[config.mk]
export PLATFORM = sky130hd
export DESIGN_NAME = banked_data_memory_core_sfr
export DESIGN_NICKNAME = d
export VERILOG_FILES = /design/src/rtl/core_memory_pkg.sv /design/src/rtl/banked_data_memory_core_sfr.sv
export SDC_FILE = /design/constraint.sdc
export NUM_CORES = 1
export LEC_CHECK = 0
export BUFFER_PORTS_ARGS = -buffer_cell sky130_fd_sc_hd__buf_2
export CORE_ASPECT_RATIO = 1.75
export CORE_UTILIZATION = 30
export CTS_CLUSTER_DIAMETER = 100
export DETAILED_ROUTE_END_ITERATION = 10
export HOLD_SLACK_MARGIN = 0.02
export PLACE_DENSITY = 0.51
export SYNTH_ARGS = -nofsm -noshare
export SYNTH_HDL_FRONTEND = slang
export SYNTH_SLANG_ARGS = --single-unit
[constraint.sdc]
create_clock -name clk_i -period 41.7 [get_ports clk_i]
set_input_delay 4.17 -clock clk_i [delete_from_list [all_inputs] [get_ports clk_i]]
set_output_delay 4.17 -clock clk_i [all_outputs]
set_load 0.005 [all_outputs]
[src/rtl/core_memory_pkg.sv]
// How it works
// - pointer top bits pick one of four banks
// - indirect: location from pointer low six bits
// - direct: location from opcode, bank from pointer
// - indirect port redirects to pointed register
// - page-one registers answer the same in every bank
// - page-one registers sit at fixed addresses
// - storage bytes at 0x10..0x2F of bank zero
// - second/third pages only via dedicated instructions
// - bank bits ignored for second/third pages
// - second and third page register decode
// - timer reads live count, write replaces it
// - timer clocked by three selectable sources
// - counter low byte increments, resets to zero
// - top counter bit from high buffer on low writes and short calls
// - jumps load all nine counter bits
// - short call: low byte, buffer bit, push
// - long call loads nine bits and pushes
// - status bit layout and reset values
// - sleep flag: set power-up/clear, cleared sleep
// - expiry flag: zero on timeout, else one
// - carry set on add carry or no borrow
package core_memory_pkg;
  localparam logic [5:0] ADDR_INDIRECT    = 6'h00;
  localparam logic [5:0] ADDR_TIMER       = 6'h01;
  localparam logic [5:0] ADDR_PC_LOW      = 6'h02;
  localparam logic [5:0] ADDR_STATUS      = 6'h03;
  localparam logic [5:0] ADDR_POINTER     = 6'h04;
  localparam logic [5:0] ADDR_PORT_DATA   = 6'h06;
  localparam logic [5:0] ADDR_POWER_CTRL  = 6'h08;
  localparam logic [5:0] ADDR_WAKEUP_CTRL = 6'h09;
  localparam logic [5:0] ADDR_PC_HIGH_BUF = 6'h0A;
  localparam logic [5:0] ADDR_PULLDOWN    = 6'h0B;
  localparam logic [5:0] ADDR_PULLUP      = 6'h0C;
  localparam logic [5:0] ADDR_IRQ_ENABLE  = 6'h0E;
  localparam logic [5:0] ADDR_IRQ_FLAG    = 6'h0F;
  localparam logic [5:0] ADDR_SFR_LAST    = 6'h0F;
  localparam logic [5:0] ADDR_STORE_FIRST = 6'h10;
  localparam logic [5:0] ADDR_STORE_LAST  = 6'h2F;
  localparam logic [3:0] F_PORT_DIR       = 4'h6;
  localparam logic [3:0] F_PRESCALER      = 4'hA;
  localparam logic [3:0] F_BROWNOUT       = 4'hC;
  localparam logic [3:0] F_POWER2         = 4'hF;
  localparam logic [3:0] S_TIMEBASE_A     = 4'h7;
  localparam logic [3:0] S_TIMEBASE_B     = 4'h8;
  localparam logic [3:0] S_OSC_CTRL       = 4'hF;
  localparam int         BANK_HI          = 7;
  localparam int         BANK_LO          = 6;
  localparam int         ST_EXPIRY        = 4;
  localparam int         ST_SLEEP         = 3;
  localparam int         ST_ZERO          = 2;
  localparam int         ST_NIBBLE        = 1;
  localparam int         ST_CARRY         = 0;
  localparam logic [7:0] STATUS_RESET     = 8'h18;
  localparam logic [7:0] POINTER_RESET    = 8'h00;
  localparam logic [8:0] PC_RESET         = 9'h000;
  localparam logic [7:0] BYTE_ZERO        = 8'h00;
  localparam int         STORE_DEPTH      = 32;
endpackage

[src/rtl/banked_data_memory_core_sfr.sv]
`timescale 1ns/1ps
module banked_data_memory_core_sfr #(
  parameter int STORE_WORDS = core_memory_pkg::STORE_DEPTH
) (
  input  wire logic       clk_i,
  input  wire logic       srst_i,
  input  wire logic       ce_i,
  input  wire logic       rd_i,
  input  wire logic       wr_i,
  input  wire logic [5:0] opcode_addr_i,
  input  wire logic       io_setup_write_instr_i,
  input  wire logic       io_setup_read_instr_i,
  input  wire logic       special_page_write_instr_i,
  input  wire logic       special_page_read_instr_i,
  input  wire logic [3:0] page_addr_i,
  input  wire logic [7:0] wdata_i,
  input  wire logic       step_i,
  input  wire logic       short_jump_instr_i,
  input  wire logic       long_jump_instr_i,
  input  wire logic       short_call_instr_i,
  input  wire logic       long_call_instr_i,
  input  wire logic [8:0] target_i,
  input  wire logic       flag_update_i,
  input  wire logic       carry_i,
  input  wire logic       nibble_overflow_bit_i,
  input  wire logic       zero_i,
  input  wire logic       sleep_instr_i,
  input  wire logic       clear_watchdog_instr_i,
  input  wire logic       watchdog_timeout_i,
  input  wire logic       timer_mode_bits_i,
  input  wire logic       cfg_ext_source_i,
  input  wire logic       external_timer_clock_pin_i,
  input  wire logic       low_osc_tick_i,
  output logic [7:0]      rdata_o,
  output logic            rdata_valid_o,
  output logic [8:0]      pc_o,
  output logic            push_o,
  output logic [8:0]      push_addr_o,
  output logic [7:0]      status_o,
  output logic [7:0]      timer_o
);

  typedef struct packed {
    logic [STORE_WORDS-1:0][7:0] store;
    logic [7:0]                  pointer;
    logic [7:0]                  timer;
    logic                        ext_prev;
    logic [8:0]                  pc;
    logic                        pc_high_buffer;
    logic [7:0]                  status;
    // page-one registers kept as plain storage
    logic [7:0]                  port_data;
    logic [7:0]                  power_ctrl;
    logic [7:0]                  wakeup_ctrl;
    logic [7:0]                  pulldown_ctrl;
    logic [7:0]                  pullup_ctrl;
    logic [7:0]                  irq_enable;
    logic [7:0]                  irq_flag;
    // second and third page registers
    logic [7:0]                  port_dir;
    logic [7:0]                  prescaler;
    logic [7:0]                  brownout;
    logic [7:0]                  power2;
    logic [7:0]                  timebase_a;
    logic [7:0]                  timebase_b;
    logic [7:0]                  osc_ctrl;
    // registered outputs
    logic [7:0]                  rdata;
    logic                        rdata_valid;
    logic                        push;
    logic [8:0]                  push_addr;
  } state_type;

  // current state and its next value
  state_type cur;
  state_type next_cur;

  // combinational address resolution for page-one accesses
  logic [1:0] bank_number;
  logic [5:0] location;
  logic       loc_is_store;
  logic [4:0] store_index;
  logic       timer_tick;
  logic       pc_written;
  logic       ext_rise;
  logic [8:0] pc_next_seq;

  always_comb begin
    // bank from the pointer, location from the opcode or the pointer
    bank_number = cur.pointer[core_memory_pkg::BANK_HI:core_memory_pkg::BANK_LO];
    location    = opcode_addr_i;
    if (opcode_addr_i == core_memory_pkg::ADDR_INDIRECT) begin
      location = cur.pointer[5:0];
    end
    // storage only answers in bank zero; other banks read as unused
    loc_is_store = (bank_number == 2'b00) &&
                   (location >= core_memory_pkg::ADDR_STORE_FIRST) &&
                   (location <= core_memory_pkg::ADDR_STORE_LAST);
    store_index  = 5'(location - core_memory_pkg::ADDR_STORE_FIRST);
    // pin edge judged against last cycle's pin level
    ext_rise     = external_timer_clock_pin_i && !cur.ext_prev;
    // timer source select: instruction clock, pin edge or slow oscillator
    if (!timer_mode_bits_i) begin
      timer_tick = step_i;
    end else if (cfg_ext_source_i) begin
      timer_tick = ext_rise;
    end else begin
      timer_tick = low_osc_tick_i;
    end
    // a counter low write reloads the counter like a jump
    pc_written  = wr_i && (location == core_memory_pkg::ADDR_PC_LOW);
    // following instruction address, also the value pushed by calls
    pc_next_seq = 9'(cur.pc + 9'h001);
  end

  // next state: register reads, writes, counter, timer and flags
  always_comb begin
    next_cur             = cur;
    next_cur.ext_prev    = external_timer_clock_pin_i;
    next_cur.rdata_valid = 1'b0;
    next_cur.push        = 1'b0;

    // timer runs freely; a write below replaces the count
    if (timer_tick) begin
      next_cur.timer = 8'(cur.timer + 8'h01);
    end

    // page-one read, same decode in every bank below 0x10
    if (rd_i) begin
      next_cur.rdata_valid = 1'b1;
      next_cur.rdata       = core_memory_pkg::BYTE_ZERO;
      // storage first, then registers below 0x10 in any bank
      if (loc_is_store) begin
        next_cur.rdata = cur.store[store_index];
      end else if (location == core_memory_pkg::ADDR_TIMER) begin
        next_cur.rdata = cur.timer;
      end else if (location == core_memory_pkg::ADDR_PC_LOW) begin
        next_cur.rdata = cur.pc[7:0];
      end else if (location == core_memory_pkg::ADDR_STATUS) begin
        next_cur.rdata = cur.status;
      end else if (location == core_memory_pkg::ADDR_POINTER) begin
        next_cur.rdata = cur.pointer;
      end else if (location == core_memory_pkg::ADDR_PORT_DATA) begin
        next_cur.rdata = cur.port_data;
      end else if (location == core_memory_pkg::ADDR_POWER_CTRL) begin
        next_cur.rdata = cur.power_ctrl;
      end else if (location == core_memory_pkg::ADDR_WAKEUP_CTRL) begin
        next_cur.rdata = cur.wakeup_ctrl;
      end else if (location == core_memory_pkg::ADDR_PC_HIGH_BUF) begin
        next_cur.rdata = {7'h00, cur.pc_high_buffer};
      end else if (location == core_memory_pkg::ADDR_PULLDOWN) begin
        next_cur.rdata = cur.pulldown_ctrl;
      end else if (location == core_memory_pkg::ADDR_PULLUP) begin
        next_cur.rdata = cur.pullup_ctrl;
      end else if (location == core_memory_pkg::ADDR_IRQ_ENABLE) begin
        next_cur.rdata = cur.irq_enable;
      end else if (location == core_memory_pkg::ADDR_IRQ_FLAG) begin
        next_cur.rdata = cur.irq_flag;
      end
    end

    // second and third page reads, bank bits not consulted
    if (io_setup_read_instr_i) begin
      next_cur.rdata_valid = 1'b1;
      next_cur.rdata       = core_memory_pkg::BYTE_ZERO;
      if (page_addr_i == core_memory_pkg::F_PORT_DIR) begin
        next_cur.rdata = cur.port_dir;
      end else if (page_addr_i == core_memory_pkg::F_PRESCALER) begin
        next_cur.rdata = cur.prescaler;
      end else if (page_addr_i == core_memory_pkg::F_BROWNOUT) begin
        next_cur.rdata = cur.brownout;
      end else if (page_addr_i == core_memory_pkg::F_POWER2) begin
        next_cur.rdata = cur.power2;
      end
    end else if (special_page_read_instr_i) begin
      next_cur.rdata_valid = 1'b1;
      next_cur.rdata       = core_memory_pkg::BYTE_ZERO;
      if (page_addr_i == core_memory_pkg::S_TIMEBASE_A) begin
        next_cur.rdata = cur.timebase_a;
      end else if (page_addr_i == core_memory_pkg::S_TIMEBASE_B) begin
        next_cur.rdata = cur.timebase_b;
      end else if (page_addr_i == core_memory_pkg::S_OSC_CTRL) begin
        next_cur.rdata = cur.osc_ctrl;
      end
    end

    // page-one write; unassigned and unused locations are dropped
    if (wr_i) begin
      // counter low byte writes are taken in the counter block below
      if (loc_is_store) begin
        next_cur.store[store_index] = wdata_i;
      end else if (location == core_memory_pkg::ADDR_TIMER) begin
        next_cur.timer = wdata_i;
      end else if (location == core_memory_pkg::ADDR_STATUS) begin
        next_cur.status = wdata_i;
      end else if (location == core_memory_pkg::ADDR_POINTER) begin
        next_cur.pointer = wdata_i;
      end else if (location == core_memory_pkg::ADDR_PORT_DATA) begin
        next_cur.port_data = wdata_i;
      end else if (location == core_memory_pkg::ADDR_POWER_CTRL) begin
        next_cur.power_ctrl = wdata_i;
      end else if (location == core_memory_pkg::ADDR_WAKEUP_CTRL) begin
        next_cur.wakeup_ctrl = wdata_i;
      end else if (location == core_memory_pkg::ADDR_PC_HIGH_BUF) begin
        next_cur.pc_high_buffer = wdata_i[0];
      end else if (location == core_memory_pkg::ADDR_PULLDOWN) begin
        next_cur.pulldown_ctrl = wdata_i;
      end else if (location == core_memory_pkg::ADDR_PULLUP) begin
        next_cur.pullup_ctrl = wdata_i;
      end else if (location == core_memory_pkg::ADDR_IRQ_ENABLE) begin
        next_cur.irq_enable = wdata_i;
      end else if (location == core_memory_pkg::ADDR_IRQ_FLAG) begin
        next_cur.irq_flag = wdata_i;
      end
    end

    // second and third page writes
    if (io_setup_write_instr_i) begin
      if (page_addr_i == core_memory_pkg::F_PORT_DIR) begin
        next_cur.port_dir = wdata_i;
      end else if (page_addr_i == core_memory_pkg::F_PRESCALER) begin
        next_cur.prescaler = wdata_i;
      end else if (page_addr_i == core_memory_pkg::F_BROWNOUT) begin
        next_cur.brownout = wdata_i;
      end else if (page_addr_i == core_memory_pkg::F_POWER2) begin
        next_cur.power2 = wdata_i;
      end
    end else if (special_page_write_instr_i) begin
      if (page_addr_i == core_memory_pkg::S_TIMEBASE_A) begin
        next_cur.timebase_a = wdata_i;
      end else if (page_addr_i == core_memory_pkg::S_TIMEBASE_B) begin
        next_cur.timebase_b = wdata_i;
      end else if (page_addr_i == core_memory_pkg::S_OSC_CTRL) begin
        next_cur.osc_ctrl = wdata_i;
      end
    end

    // arithmetic result flags override a software write
    if (flag_update_i) begin
      next_cur.status[core_memory_pkg::ST_CARRY]  = carry_i;
      next_cur.status[core_memory_pkg::ST_NIBBLE] = nibble_overflow_bit_i;
      next_cur.status[core_memory_pkg::ST_ZERO]   = zero_i;
    end
    // instruction and watchdog events override a software write
    if (clear_watchdog_instr_i) begin
      next_cur.status[core_memory_pkg::ST_SLEEP]  = 1'b1;
      next_cur.status[core_memory_pkg::ST_EXPIRY] = 1'b1;
    end
    // sleep outranks a same-cycle watchdog clear
    if (sleep_instr_i) begin
      next_cur.status[core_memory_pkg::ST_SLEEP]  = 1'b0;
      next_cur.status[core_memory_pkg::ST_EXPIRY] = 1'b1;
    end
    // timeout last, so it outranks sleep and clear
    if (watchdog_timeout_i) begin
      next_cur.status[core_memory_pkg::ST_EXPIRY] = 1'b0;
    end

    // program counter: loads take priority over the step
    if (short_jump_instr_i || long_jump_instr_i) begin
      next_cur.pc = target_i;
    end else if (short_call_instr_i) begin
      next_cur.pc        = {cur.pc_high_buffer, target_i[7:0]};
      next_cur.push      = 1'b1;
      next_cur.push_addr = pc_next_seq;
    end else if (long_call_instr_i) begin
      next_cur.pc        = target_i;
      next_cur.push      = 1'b1;
      next_cur.push_addr = pc_next_seq;
    end else if (pc_written) begin
      next_cur.pc = {cur.pc_high_buffer, wdata_i};
    end else if (step_i) begin
      next_cur.pc = pc_next_seq;
    end

    // synchronous reset values
    if (srst_i) begin
      // storage and all plain registers clear to zero
      next_cur             = '0;
      next_cur.pointer     = core_memory_pkg::POINTER_RESET;
      next_cur.pc          = core_memory_pkg::PC_RESET;
      next_cur.status      = core_memory_pkg::STATUS_RESET;
    end
  end

  // state register, frozen while the clock enable is low
  always_ff @(posedge clk_i) begin
    // reset still acts while the clock enable is low
    if (ce_i || srst_i) begin
      cur <= next_cur;
    end
  end

  // outputs straight from state flops
  assign rdata_o       = cur.rdata;
  assign rdata_valid_o = cur.rdata_valid;
  assign pc_o          = cur.pc;
  assign push_o        = cur.push;
  assign push_addr_o   = cur.push_addr;
  assign status_o      = cur.status;
  assign timer_o       = cur.timer;

endmodule

==> flow_summary.toml, run 1 <==
[global_routing]
grt_usage_pct = 22.2
grt_max_degree = 179
grt_pass1_wl_um = 125000
grt_overflow = 0
grt_pass1_vias = 17800
antenna_found_initial = 3

[placed_design]
gp_congestion = 0.971
dpl_cell_area_um2 = 24100
hpwl_um = 60700
port_buffers = 95

[yosys]
yosys.area.top_type = "edfxtp_1"
synth_edf_count = 422
synth_area_per_cell_um2 = 10.7
netlist.area_leader.share_pct = 55.5
yosys_warnings = 0
netlist_area_um2 = 22800
ys_ff_latch = 422
synth.area.top_cells = "edfxtp_1, mux2i_1, nand2_1"
async_flop_share_pct = 0
synth-main-ff-cell = "edfxtp_1"
yosysUniqueCellTypes = 85
syn_inst = 2134
yosysSeqAreaShare_pct = 55.5
synth_fp_nets = 2188

[floorplanning]
coreArea_um2 = 75200
die_x_um = 211
fp.dieArea_um2 = 77300
io-pin-count = 96
row_count = 133
initial_core_util_pct = 30.4
chipHeight_um = 367

[finish]
design_area_um2 = 25600
nets = 2170
areaGrowthSynthToFinish_pct = 11.9
layout_commonest_cell = "edfxtp_1"
final_cell_mix = "edfxtp_1, nand2_1, nor2_1"
diodes = 0
drive_above_1_share_pct = 13.0

[clock_tree]
insertion_delay_ns = 0.59
numClockSinks = 422
cts_buffers = 41
path_clk_slew_ns = 0.07
holdBufCountCts = 0
post_cts_buffers = 0
cts_max_level = 2
cts_tree = "yes"
post_cts_resized = 0
cts.path.max_buffers = 3
root_buffer = "clkbuf_16"

[job]
drv_cap = 0

[status]
outcome = "finished clean"

[worst_setup_path]
path_class = "primary input to flop"
start_kind = "primary input"
arrival_ns = 7.71
crit_required_ns = 41.89
worstPathMaxFanout = 36
worstSetupEndpointType = "flop"

[routing]
vias = 18000
firstDrtPassIters = 6
wire_per_inst_um = 27.5
final_antenna_net_count = 0
drc = 0
routed_wl_um = 87000
viasPerCell = 5.70
drt_first_iter_violations = 1854

[sta]
setup_violations = 0
slew_viol_final = 0
fin_setup_tns_ns = 0
finalCriticalPeriod_ns = 7.52
max_freq_ghz = 0.133
rsz0062_at_grt = "no"
slew-limit-headroom_pct = 15.4
worst_pin_slew_ns = 1.26
skew_ns = 0.0255
fin_crit_sh_pct = 18.0
hold_viol_final = 0

[min_path]
hp-class = "flop to flop"

[power_and_ir_drop]
p_per_area_nw_per_um2 = 41.6
p_leak_nw = 8.63
peakVddDrop_mv = 0.0276
synth_stat cells (all sizes together), types with 14 or more instances:
cell type  number
a2111oi        15
nand2         243
nor3           19
clkbuf        116
a211oi         37
inv            18
a32oi          14
nor2          239
nor2b          18
buf            95
nand3         120
a31oi          14
o211ai         26
mux2i         177
edfxtp        422
o22ai          20
a21oi         173
o211a          27
a221oi         16
o21ai         100
power by group:
group	leakage (nW)	switching, mW	internal (mW)
combinational	3.62	0.0844	0.0338
clock	0.707	0.174	0.251
sequential	4.30	0.0207	0.500
total	8.63	0.279	0.785
metrics by stage:
| step | cells | util, % | worst slack (ns) | hold WS, ns | total power [mW] |
|---|---|---|---|---|---|
| after detailed placement | 3085 | 32.0 | 33.42 | 0.582 | 0.646 |
| after global placement | 3085 | 32.0 | 33.62 | 0.574 | 0.644 |
| after CTS | 3158 | 34.0 | 34.09 | 0.598 | 1.07 |
| final | 3158 | 34.0 | 34.18 | 0.597 | 1.06 |
| after floorplan | 2134 | - | 17.55 | 0.550 | 0.602 |
| after global routing | 3158 | 34.0 | 33.97 | 0.620 | 1.09 |
critical path: stages:
cell and delay (ns):
buf_2 0.23, or4_1 0.75, o21ai_2 0.21, buf_4 0.37
nor3_2 0.26, o41ai_2 0.46, buf_4 0.24, a21boi_0 1.00
state kept, by name, indices dropped and copies added, names as in the netlist:
signal         count
bank_number        2
cur              376
pc_o               9
push_addr_o        9
push_o             1
rdata_o            8
rdata_valid_o      1
status_o           8
timer_o            8
per-layer routing:
metal	share of wire (%)	vias up	track usage, %	wire [um]
li1	-	7956	-	-
met1	34	8863	24.0	30000
met2	51	895	39.1	44100
met3	6.1	274	2.95	5340
met4	8.6	6	16.8	7510
met5	0.039	-	0	34
area by class of cell:
type	count	area, um2
Inverter	20	75.1
Multi-Input combinational cell	1481	9170
Sequential cell	422	12700
Tap cell	1012	1270
Fill cell	7669	49700
Clock inverter	22	374
Clock buffer	51	1110
Timing Repair Buffer	150	901
path summary, 6_finish.rpt:
path,from,end,slack [ns],cells past startpoint
hold reg to reg,cur[242],cur[242],0.60,2
hold / removal,cur[242],cur[242],0.60,2
setup / recovery,opcode_addr_i[0],cur[121],34.18,8
setup reg to reg,cur[159],cur[121],37.51,8
cells by family (layout without fill, tap and decap cells):
kind of cell | count (synthesis) | count (layout) | synth area share, %
flops | 422 | 422 | 55.5
mux | 181 | 181 | 8.10
xor+xnor | 15 | 15 | 0.575
buf+inv | 231 | 243 | 4.80
fa+ha+maj | 2 | 2 | 0.110
compound gates | 548 | 548 | 16.1
simple gates | 735 | 735 | 14.8
(Power assumes the default switching activity.)
==> run 2: changes to the inputs <==
--- a/config.mk
+++ b/config.mk
@@ -11,7 +11,7 @@
 export CTS_CLUSTER_DIAMETER = 100
 export DETAILED_ROUTE_END_ITERATION = 10
 export HOLD_SLACK_MARGIN = 0.02
-export PLACE_DENSITY = 0.51
+export PLACE_DENSITY = 0.52
 export SYNTH_ARGS = -nofsm -noshare
 export SYNTH_HDL_FRONTEND = slang
 export SYNTH_SLANG_ARGS = --single-unit
==> constraint.sdc (replaced) <==
create_clock -name clk_i -period 6.8 [get_ports clk_i]
set_input_delay 0.68 -clock clk_i [delete_from_list [all_inputs] [get_ports clk_i]]
set_output_delay 0.68 -clock clk_i [all_outputs]
set_load 0.005 [all_outputs]
==> flow_summary.toml, run 2 (synthesis results as in run 1) <==
[floorplanning]
row_count = 133
coreArea_um2 = 75200
io-pin-count = 96
initial_core_util_pct = 30.4
fp.dieArea_um2 = 77300
die_x_um = 211
chipHeight_um = 367

[finish]
largest_reg_flops = 376
final_core_util_pct = 34.1
design_area_um2 = 25600
drive_above_1_share_pct = 13.4
finalNonFillerCells = 3176
layout_commonest_cell = "edfxtp_1"
areaGrowthSynthToFinish_pct = 12.3
final_cell_mix = "edfxtp_1, nand2_1, nor2_1"
nets = 2185
top_register = "cur"

[sta]
fin_setup_tns_ns = 0
slew_viol_final = 0
hold_viol_final = 0
rsz0062_at_grt = "no"
fin_crit_sh_pct = 68.2
max_freq_ghz = 0.215
slew-limit-headroom_pct = 14.3
skew_ns = 0.0285
worst_pin_slew_ns = 1.27
setup_violations = 0
finalCriticalPeriod_ns = 4.64

[power_and_ir_drop]
power.internal_mw = 4.67
switchingPower_mw = 1.72
p_per_area_nw_per_um2 = 249
pwr-share-clk_pct = 38.3
combPwrFrac_pct = 11.8
peakVddDrop_mv = 0.149
seqPwrFrac_pct = 49.9
swShare_pct = 26.9
p_leak_nw = 8.69

[clock_tree]
root_buffer = "clkbuf_16"
cts_max_level = 2
cts_buffers = 41
cts.path.max_buffers = 3
post_cts_resized = 0
path_clk_slew_ns = 0.07
holdBufCountCts = 0
cts_tree = "yes"
numClockSinks = 422
insertion_delay_ns = 0.58
post_cts_buffers = 0

[worst_setup_path]
worstPathMaxFanout = 19
start_kind = "primary input"
path_cells = "buf_2 > nor4_4 > a32oi_2 > nor3_2 > a22oi_1 > a2111oi_0 > buf_4 > o21ai_0 > a21oi_1"
arrival_ns = 5.07
path_class = "primary input to flop"
crit_required_ns = 7.23
cpMaxStageDelayCell = "a2111oi_0"
worstSetupEndpointType = "flop"
crit_path_max_incr_delay_ns = 1.08

[placed_design]
hpwl_um = 63300
dpl.cell_count = 3100
port_buffers = 95
dpl_cell_area_um2 = 24300
gp_congestion = 0.968

[global_routing]
grt_overflow = 0
grt_pass1_vias = 17900
grt_max_degree = 113
antenna_found_initial = 3
grt_pass1_wl_um = 129000
grt_usage_pct = 23.0

[routing]
vias = 18100
wire_per_inst_um = 28.4
routed_wl_um = 90200
final_antenna_net_count = 0
viasPerCell = 5.68
firstDrtPassIters = 5
drc = 0
drt_first_iter_violations = 1744

[min_path]
hp-class = "primary input to flop"

[status]
outcome = "finished clean"

[job]
drv_cap = 0
-- run 2: changes by cell type in the layout (fill, tap and decap cells not counted), moves of 3 or more --
cell,delta
buf_4,+10
clkbuf_1,+4
bufinv_16,-4
buf_12,+5
clkinv_2,+3
-- run 2: stage by stage --
step | setup slack, ns | power (mW) | hold WS, ns
finish | 2.16 | 6.38 | 0.423
global route | 1.95 | 6.56 | 0.425
CTS | 2.32 | 6.41 | 0.408
detailed placement | 1.72 | 3.98 | 0.580
global placement | 1.74 | 3.97 | 0.573
floorplan | 0.582 | 3.64 | 0.550
-- run 2: worst max-delay path, delay by kind of cell --
kind            cells  cell delay, ns
compound gates      5            2.28
simple gates        2            1.62
buf+inv             2            0.47
-- run 2: per-layer routing --
metal	part of all wire, %	routed length [um]	track usage, %	vias to the layer above
met1	35	31500	24.3	8978
met3	5.2	4710	3.04	282
li1	-	-	-	7991
met2	51	46200	41.1	802
met5	0.014	13	0	-
met4	8.6	7770	17.3	2
-- run 2: power groups by stage --
| stage | Sequential, mW | Combinational [mW] | Clock, mW |
|---|---|---|---|
| finish | 3.19 | 0.750 | 2.45 |
| global route | 3.20 | 0.793 | 2.57 |
| CTS | 3.18 | 0.741 | 2.49 |
| detailed placement | 3.24 | 0.738 | 0 |
| global placement | 3.24 | 0.731 | 0 |
| floorplan | 3.18 | 0.461 | 0 |
-- run 2: path summary, 6_finish.rpt --
check             cells after the start  slack [ns]         startpoint         end
hold reg to reg                       2        0.60           cur[214]    cur[214]
setup / recovery                      9        2.16   opcode_addr_i[3]  rdata_o[0]
hold / removal                        2        0.42  long_jump_instr_i      push_o
setup reg to reg                      8        2.40           cur[159]  rdata_o[0]
-- run 2: cell type report --
cell class                 count  area [um2]
fill                        7604       49600
multi-input combinational   1481        9180
antenna                        2        5.00
clock inverter                19         249
clock buffer                  55        1120
inverter                      20        75.1
timing repair buffer         165        1080
sequential                   422       12700
tap                         1012        1270
